**config.mk**
```make
export PLATFORM = sky130hd
export DESIGN_NAME = pwil_core
export DESIGN_NICKNAME = d
export VERILOG_FILES = /design/src/rtl/pwil_core.v
export VERILOG_INCLUDE_DIRS = /design/src /design/src/rtl
export SDC_FILE = /design/constraint.sdc
export NUM_CORES = 2
export LEC_CHECK = 0
export BUFFER_PORTS_ARGS = -buffer_cell sky130_fd_sc_hd__buf_2
export CAP_MARGIN = 0
export CELL_PAD_IN_SITES_DETAIL_PLACEMENT = 1
export CELL_PAD_IN_SITES_GLOBAL_PLACEMENT = 1
export CORE_MARGIN = 2
export CORE_UTILIZATION = 54
export CTS_CLUSTER_DIAMETER = 30
export DETAILED_ROUTE_END_ITERATION = 10
export PLACE_DENSITY_LB_ADDON = 0.05
export SYNTH_ARGS = -nofsm -noshare
export SYNTH_HDL_FRONTEND = slang
export SYNTH_SLANG_ARGS = --single-unit
export TNS_END_PERCENT = 50
```
**constraint.sdc**
```tcl
create_clock -name i_sys_clk -period 14.5 [get_ports i_sys_clk]
set_input_delay 2.175 -clock i_sys_clk [delete_from_list [all_inputs] [get_ports i_sys_clk]]
set_output_delay 2.175 -clock i_sys_clk [all_outputs]
set_load 0.01 [all_outputs]
```
**src/rtl/pwil_defs.vh**
```
`ifndef PWIL_DEFS_VH
`define PWIL_DEFS_VH

// interleave/frequency register layout
`define PWIL_INT_PHASE_MSB 4
`define PWIL_INT_PHASE_LSB 0
`define PWIL_INT_FREQ_MSB 7
`define PWIL_INT_FREQ_LSB 5
`define PWIL_INT_RESET 8'h00

// duty limit register layout
`define PWIL_LIM_CEIL_MSB 7
`define PWIL_LIM_CEIL_LSB 2
`define PWIL_LIM_HSAT_BIT 1
`define PWIL_LIM_LSAT_BIT 0
`define PWIL_LIM_RESET 8'hE0

// phase step is 1/32 of a turn (11.25 degrees)
`define PWIL_PHASE_STEPS 32
`define PWIL_DUTY_STEPS 64

// register selects on the write port
`define PWIL_SEL_INT 4'h0
`define PWIL_SEL_LIM 4'h1
`define PWIL_SEL_NUM0_HIGH 4'h2
`define PWIL_SEL_NUM0_LOW 4'h3
`define PWIL_SEL_NUM1_HIGH 4'h4
`define PWIL_SEL_NUM1_LOW 4'h5
`define PWIL_SEL_NUM2_HIGH 4'h6
`define PWIL_SEL_NUM2_LOW 4'h7
`define PWIL_SEL_NUM3_HIGH 4'h8
`define PWIL_SEL_NUM3_LOW 4'h9
`define PWIL_SEL_DEN1 4'hA
`define PWIL_SEL_DEN2 4'hB
`define PWIL_SEL_DEN3 4'hC

`endif

```
**src/rtl/pwil_core.v**
```verilog
`timescale 1ns/1ps
`default_nettype none
`include "pwil_defs.vh"

// Notes on behaviour
// pwm on-time starts the programmed phase after each sync clock rising edge.
// phase programmable in 11.25 degree steps, independent of converter count.
// five-bit phase code maps linearly, 00h is 0, 1Fh is 348.75 degrees.
// interleave register accepts writes only while the converter output is off.
// controller should avoid 112.5 and 123.75 degree phase settings.
// duty capped by six-bit ceiling in bits 7:2, code n gives n/64.
// inside saturation window duty follows the filter proportionally to error.
// outside window with saturation enabled, duty jumps to limit or zero in one cycle.
// bit 1 enables high-side saturation, bit 0 low-side; 1 enables.
// controller keeps saturation off above 2.0 V, limit 120-140 percent.
// compensation is a third-order filter, integrator pole plus two poles, two zeros.
// four split numerator and three denominator coefficients held in registers.
// ceiling zero suppresses on-time; output never exceeds the ceiling; a pulse running or starting as it drops keeps its old length.
module pwil_core #(
  parameter ERR_W = 12,
  parameter COEF_W = 16,
  parameter SAT_WIN = 12'd256,
  parameter PER_W = 12
) (
  input wire i_sys_clk,
  input wire i_reset,
  input wire i_sync_clock_line,
  input wire i_output_enabled,
  input wire i_wr_en,
  input wire [3:0] i_wr_sel,
  input wire [7:0] i_wr_data,
  input wire [3:0] i_rd_sel,
  output reg [7:0] o_rd_data,
  input wire signed [ERR_W-1:0] i_error,
  input wire i_error_valid,
  output reg o_pwm,
  output reg [5:0] o_duty_q
);
  reg [7:0] int_q;
  reg [7:0] lim_q;
  reg [7:0] coef_q [0:10];
  reg s1_q, s2_q, s3_q;
  reg [PER_W-1:0] cnt_q, per_q, ph_cnt_q, on_cnt_q;
  reg ph_run_q;
  reg signed [31:0] acc_q, y1_q, y2_q, y3_q, e1_q, e2_q, e3_q;
  reg signed [31:0] y_d;
  reg [5:0] duty_d;
  wire [5:0] ceil_w = lim_q[`PWIL_LIM_CEIL_MSB:`PWIL_LIM_CEIL_LSB];
  wire [4:0] phase_w = int_q[`PWIL_INT_PHASE_MSB:`PWIL_INT_PHASE_LSB];
  wire sync_rise = s2_q & ~s3_q;
  // window is symmetric around zero error; limitation: one width for both sides
  wire signed [ERR_W-1:0] win = SAT_WIN;
  wire signed [COEF_W-1:0] c0 = {coef_q[0], coef_q[1]};
  wire signed [COEF_W-1:0] c1 = {coef_q[2], coef_q[3]};
  wire signed [COEF_W-1:0] c2 = {coef_q[4], coef_q[5]};
  wire signed [COEF_W-1:0] c3 = {coef_q[6], coef_q[7]};
  wire signed [7:0] den1 = coef_q[8];
  wire signed [7:0] den2 = coef_q[9];
  wire signed [7:0] den3 = coef_q[10];
  // phase delay in clocks: period * code / 32
  wire [PER_W+4:0] ph_prod = per_q * phase_w;
  wire [PER_W-1:0] ph_dly = ph_prod[PER_W+4:5];
  wire [PER_W+5:0] on_prod = per_q * o_duty_q;
  wire [PER_W-1:0] on_len = on_prod[PER_W+5:6];
  // a lag near a full turn can meet the next sync edge:
  // fire the pending pulse then rather than drop it
  wire pwm_start = ph_run_q & (sync_rise | (ph_cnt_q == {PER_W{1'b0}}));
  integer k;

  // sync line is asynchronous: two flops before use
  always @(posedge i_sys_clk or posedge i_reset) begin
    if (i_reset) begin
      s1_q <= 1'b0;
      s2_q <= 1'b0;
      s3_q <= 1'b0;
    end else begin
      s1_q <= i_sync_clock_line;
      s2_q <= s1_q;
      s3_q <= s2_q;
    end
  end

  always @(posedge i_sys_clk or posedge i_reset) begin
    if (i_reset) begin
      int_q <= `PWIL_INT_RESET;
      lim_q <= `PWIL_LIM_RESET;
      for (k = 0; k < 11; k = k + 1) begin
        coef_q[k] <= 8'h00;
      end
    end else if (i_wr_en) begin
      case (i_wr_sel)
        // write only while off
        `PWIL_SEL_INT: begin
          if (!i_output_enabled) begin
            int_q <= i_wr_data;
          end
        end
        // ceiling and saturation enables
        `PWIL_SEL_LIM: lim_q <= i_wr_data;
        default: begin
          // coefficient bytes
          // bytes land one at a time: the filter runs on a half-written pair meanwhile
          if (i_wr_sel >= `PWIL_SEL_NUM0_HIGH && i_wr_sel <= `PWIL_SEL_DEN3) begin
            coef_q[i_wr_sel - `PWIL_SEL_NUM0_HIGH] <= i_wr_data;
          end
        end
      endcase
    end
  end

  always @* begin
    if (i_rd_sel == `PWIL_SEL_INT) begin
      o_rd_data = int_q;
    end else if (i_rd_sel == `PWIL_SEL_LIM) begin
      o_rd_data = lim_q;
    end else if (i_rd_sel >= `PWIL_SEL_NUM0_HIGH && i_rd_sel <= `PWIL_SEL_DEN3) begin
      o_rd_data = coef_q[i_rd_sel - `PWIL_SEL_NUM0_HIGH];
    end else begin
      // unmapped selects read as zero
      o_rd_data = 8'h00;
    end
  end

  // direct-form third order filter, coefficients scaled by 2^-8
  always @* begin
    // limitation: 32-bit sums, large coefficients with full-scale error can wrap
    y_d = ((c0 * i_error) + (c1 * e1_q) + (c2 * e2_q) + (c3 * e3_q)
          - (den1 * y1_q) - (den2 * y2_q)
          - (den3 * y3_q)) >>> 8;
  end

  always @* begin
    duty_d = o_duty_q;
    // saturate outside window
    if (lim_q[`PWIL_LIM_HSAT_BIT] && i_error > win) begin
      duty_d = ceil_w;
    end else if (lim_q[`PWIL_LIM_LSAT_BIT] && i_error < -win) begin
      duty_d = 6'h00;
    // proportional path, clamped
    end else if (acc_q < 0) begin
      duty_d = 6'h00;
    end else if (acc_q > {26'd0, ceil_w}) begin
      // never above ceiling
      duty_d = ceil_w;
    end else begin
      duty_d = acc_q[5:0];
    end
    if (duty_d > ceil_w) begin
      duty_d = ceil_w;
    end
  end

  always @(posedge i_sys_clk or posedge i_reset) begin
    if (i_reset) begin
      acc_q <= 32'sd0;
      y1_q <= 32'sd0;
      y2_q <= 32'sd0;
      y3_q <= 32'sd0;
      e1_q <= 32'sd0;
      e2_q <= 32'sd0;
      e3_q <= 32'sd0;
    end else if (i_error_valid) begin
      acc_q <= y_d;
      y1_q <= y_d;
      y2_q <= y1_q;
      y3_q <= y2_q;
      e1_q <= {{(32-ERR_W){i_error[ERR_W-1]}}, i_error};
      e2_q <= e1_q;
      e3_q <= e2_q;
    end
  end

  // period measured between sync edges; phase timer then on-time timer
  always @(posedge i_sys_clk or posedge i_reset) begin
    if (i_reset) begin
      cnt_q <= {PER_W{1'b0}};
      per_q <= {PER_W{1'b0}};
      ph_cnt_q <= {PER_W{1'b0}};
      ph_run_q <= 1'b0;
      o_duty_q <= 6'h00;
    end else begin
      cnt_q <= sync_rise ? {PER_W{1'b0}} : cnt_q + 1'b1;
      if (sync_rise) begin
        per_q <= cnt_q + 1'b1;
        // start phase delay
        ph_run_q <= 1'b1;
        ph_cnt_q <= ph_dly;
      end else if (ph_run_q) begin
        if (ph_cnt_q == {PER_W{1'b0}}) begin
          ph_run_q <= 1'b0;
        end else begin
          ph_cnt_q <= ph_cnt_q - 1'b1;
        end
      end
      if (sync_rise) begin
        // duty takes effect next switching cycle
        o_duty_q <= duty_d;
      end else if (o_duty_q > ceil_w) begin
        // a lowered ceiling applies at once, not at the next sync edge
        o_duty_q <= ceil_w;
      end
    end
  end

  // on-time timer runs apart from the phase timer, so a pulse that
  // straddles a sync edge still ends after its own length
  always @(posedge i_sys_clk or posedge i_reset) begin
    if (i_reset) begin
      on_cnt_q <= {PER_W{1'b0}};
      o_pwm <= 1'b0;
    end else if (pwm_start) begin
      on_cnt_q <= on_len;
      // zero ceiling or duty gives no on-time
      o_pwm <= (on_len != {PER_W{1'b0}});
    end else if (o_pwm) begin
      if (on_cnt_q <= {{(PER_W-1){1'b0}}, 1'b1}) begin
        o_pwm <= 1'b0;
      end
      on_cnt_q <= on_cnt_q - 1'b1;
    end
  end
endmodule

`default_nettype wire

```
==> results.md <==
- Outcome: finished clean
- Final Wtd Congestion: 0.874
- RSZ-0062 raised after global routing: no
- Cell variety after synth: 74
- Max cap viols: 0
- # Post-CTS Setup Buffers: 0
- First-pass GRT wire length: slightly above 300000 µm
- TritonCTS Buffers: 97
- Most common cell in the netlist: fa_1
- Cts-stage hold buffer count: 0
- Synth Area in Simple Gates: 14.0%
- Chip width: ~350 µm
- Core footprint: 118000 µm²
- Drt drc: 0
- # IOs: 49
- Worst Tran Pin Value: 1.08 ns
- Final period util: a little over nine tenths
- Initial DRC Count: about 2500
- CTS sink cnt: 271
- Initial antenna violation count: 21
- Clk buf depth: 3
- Layout Area Growth over Synthesis: 8.23%
- Total gr overflow: 0
- Layout cell share with drive strength beyond 1: under 10%
- Ys async rst share: 100%
- Vias after detailed routing: 45000
- Global Route Usage Sum: 33.7%
- Worst skew pair latency: between 0.7 and 0.8 ns
- Top cells by count, synth: 1514 x fa_1, 1497 x inv_1, 819 x nand2_1
- Top post-synthesis cells by area: fa_1 47%, dfrtp_1 10%, inv_1 8.7%
- Top cell type's share of synthesized area: 47.0%
- Arrival @ worst endpoint: ~14 ns
- Syn_nets: 8520
- Antenna-violating nets left: 0
- Synthesized area per cell: 9.82 µm²
- Final setup violating endpoints: 0
- Clk_skew: between 0.02 and 0.03 ns
- Synth Warn #: 0
- Setup TNS: 0 ns
- Initial core utilization: 54.6%
- Mux contribution to synthesized area: between 4 and 5%
- Wirelength, routed: 194000 µm
- Number of synthesized flops with an enable pin: 0
- Endpoint type of the worst setup path: flip-flop
- CTS clock-pin slew for the worst setup and hold paths: 0.04 ns
- Startpoint Class: input port
- Vias in the first global route: 53300
- Port bufs: 48
- Most frequent cell on the critical path: fa_1
- Htree depth: 3
- HP Class: reg2reg
- Hold Worst Slack: 0.344 ns
- FF+latch count, synth: 271
- Cell count after synthesis: 6572
- Fmax: 72.9 MHz
- Synth Cell Area: 64500 µm²
- Top cell type by total area after synthesis: fa_1
- Slew Viols, Final: 0
- Largest family of logic cells by synthesized area: adder cells
- Final min period: ~14 ns
- Post-CTS Resized: 0
- CP max FO: 18
- Cell row count: 126
- Fin. Hold Viols: 0
- CP required: 15.13 ns
- Post-Synth XOR/XNOR Area: 2.38%
- Slew HR: between 20 and 30%
- DR WL/cell: 23.9 µm
- Largest net degree at the start of global routing: 94
- Detailed placement HPWL: 155000 µm
- Crit Path Category: in2reg
- First-pass DRT Iterations: 6
- Die area: 122000 µm²
- CTS tree: built
- Die height: 350 µm
- Avg Vias per Cell: 5.54
- Layout Nets: 8437
- CTS Root Cell: clkbuf_16
- Predominant post-synthesis flop cell: dfrtp_1
- Fraction of the mapped netlist area in adder cells: 54.7%
- Largest stage delay on the critical path: 0.59 ns
- Sequential area share after synthesis: about a tenth
- CP max-delay cell: fa_1
- Post-synthesis compound-gate area fraction: 3.61%
## per-layer routing
metal | track usage (%) | wire, µm | vias up | part of all wire, %
li1 | - | - | 19200 | -
met1 | 42.1 | 76500 | 24200 | 40
met2 | 58.1 | 96700 | 1148 | 50
met3 | 5.68 | 11100 | 399 | 5.7
met4 | 14.1 | 9200 | 16 | 4.8
met5 | 0 | 101 | - | 0.052
## logic make-up (layout without fill, tap and decap cells)
| family | after synthesis | in the layout |
|---|---|---|
| xor+xnor | 172 | 172 |
| buf+inv | 1807 | 1809 |
| flops | 271 | 271 |
| mux | 226 | 226 |
| compound gates | 356 | 356 |
| simple gates | 1826 | 1826 |
| fa+ha+maj | 1914 | 1914 |
| other cells | 0 | 4 |
## stage by stage
step | setup WS (ns) | instances | utilization, % | area (µm²)
2_1_floorplan | 0.743 | 6572 | - | 64500
4_1_cts | 0.806 | 8110 | 59.0 | 69800
3_5_place_dp | 0.181 | 7926 | 55.9 | 66100
6_report | 0.786 | 8114 | 59.0 | 69800
3_3_place_gp | 0.357 | 7926 | 55.9 | 66100
5_1_grt | 0.224 | 8111 | 59.0 | 69800
## cell usage in the layout, fill, tap and decap left out, types with 15 or more instances in the layout
| cell | instances |
|---|---|
| a21o_1 | 42 |
| a21oi_1 | 106 |
| a22o_1 | 19 |
| and2_1 | 626 |
| buf_2 | 47 |
| buf_4 | 80 |
| bufinv_16 | 21 |
| clkbuf_16 | 97 |
| clkinv_2 | 25 |
| dfrtp_1 | 268 |
| fa_1 | 1514 |
| ha_1 | 400 |
| inv_1 | 1496 |
| mux2_2 | 202 |
| mux4_2 | 16 |
| nand2_1 | 819 |
| nand2b_1 | 58 |
| nand3_1 | 31 |
| nor2_1 | 121 |
| nor2b_1 | 83 |
| nor3_1 | 20 |
| nor4_1 | 15 |
| o21a_1 | 16 |
| o21ai_0 | 82 |
| xnor2_1 | 121 |
| xor2_1 | 49 |
## critical path: cells and delay by family
family	cells	cell delay, ns
xor gates and xnor gates	2	0.42
adders and majority gates	15	7.23
buffers and inverters	9	0.97
and+or+nand+nor	5	0.72
AOI/OAI and AO/OA	12	2.82
## sequential cells by signal (all words and copies together), names as in the netlist, 12 cells and up
name,cells
y1_q,24
y2_q,24
y3_q,24
c0,16
c1,16
c2,16
c3,16
cnt_q,12
e1_q,12
e2_q,12
e3_q,12
on_cnt_q,12
per_q,12
ph_cnt_q,12
## worst paths after layout
check / start / end / slack, ns / cells after the start
worst max-delay path: i_error[0] / y1_q[23] / 0.79 / 43
worst max register to register: e2_q[1] / y1_q[23] / 1.60 / 39
min in group asynchronous: i_reset / ph_cnt_q[6] / 1.61 / 2
worst min register to register: s1_q / s2_q / 0.34 / 0
max in group asynchronous: i_reset / y1_q[18] / 10.50 / 4
worst min-delay path: s1_q / s2_q / 0.34 / 0
## layout make-up
type                       count  area [µm²]
multi-input combinational   4494       50900
fill                       13000       48400
sequential                   271        6790
inverter                    1498        5630
clock buffer                 116        2640
tap                         1536        1920
clock inverter                68        1040
timing repair buffer         127         836
antenna                        4        10.0
Power is left out: the tool's default activity adds up to more than one toggle a clock period on the data nets, which glitch-free logic cannot reach.
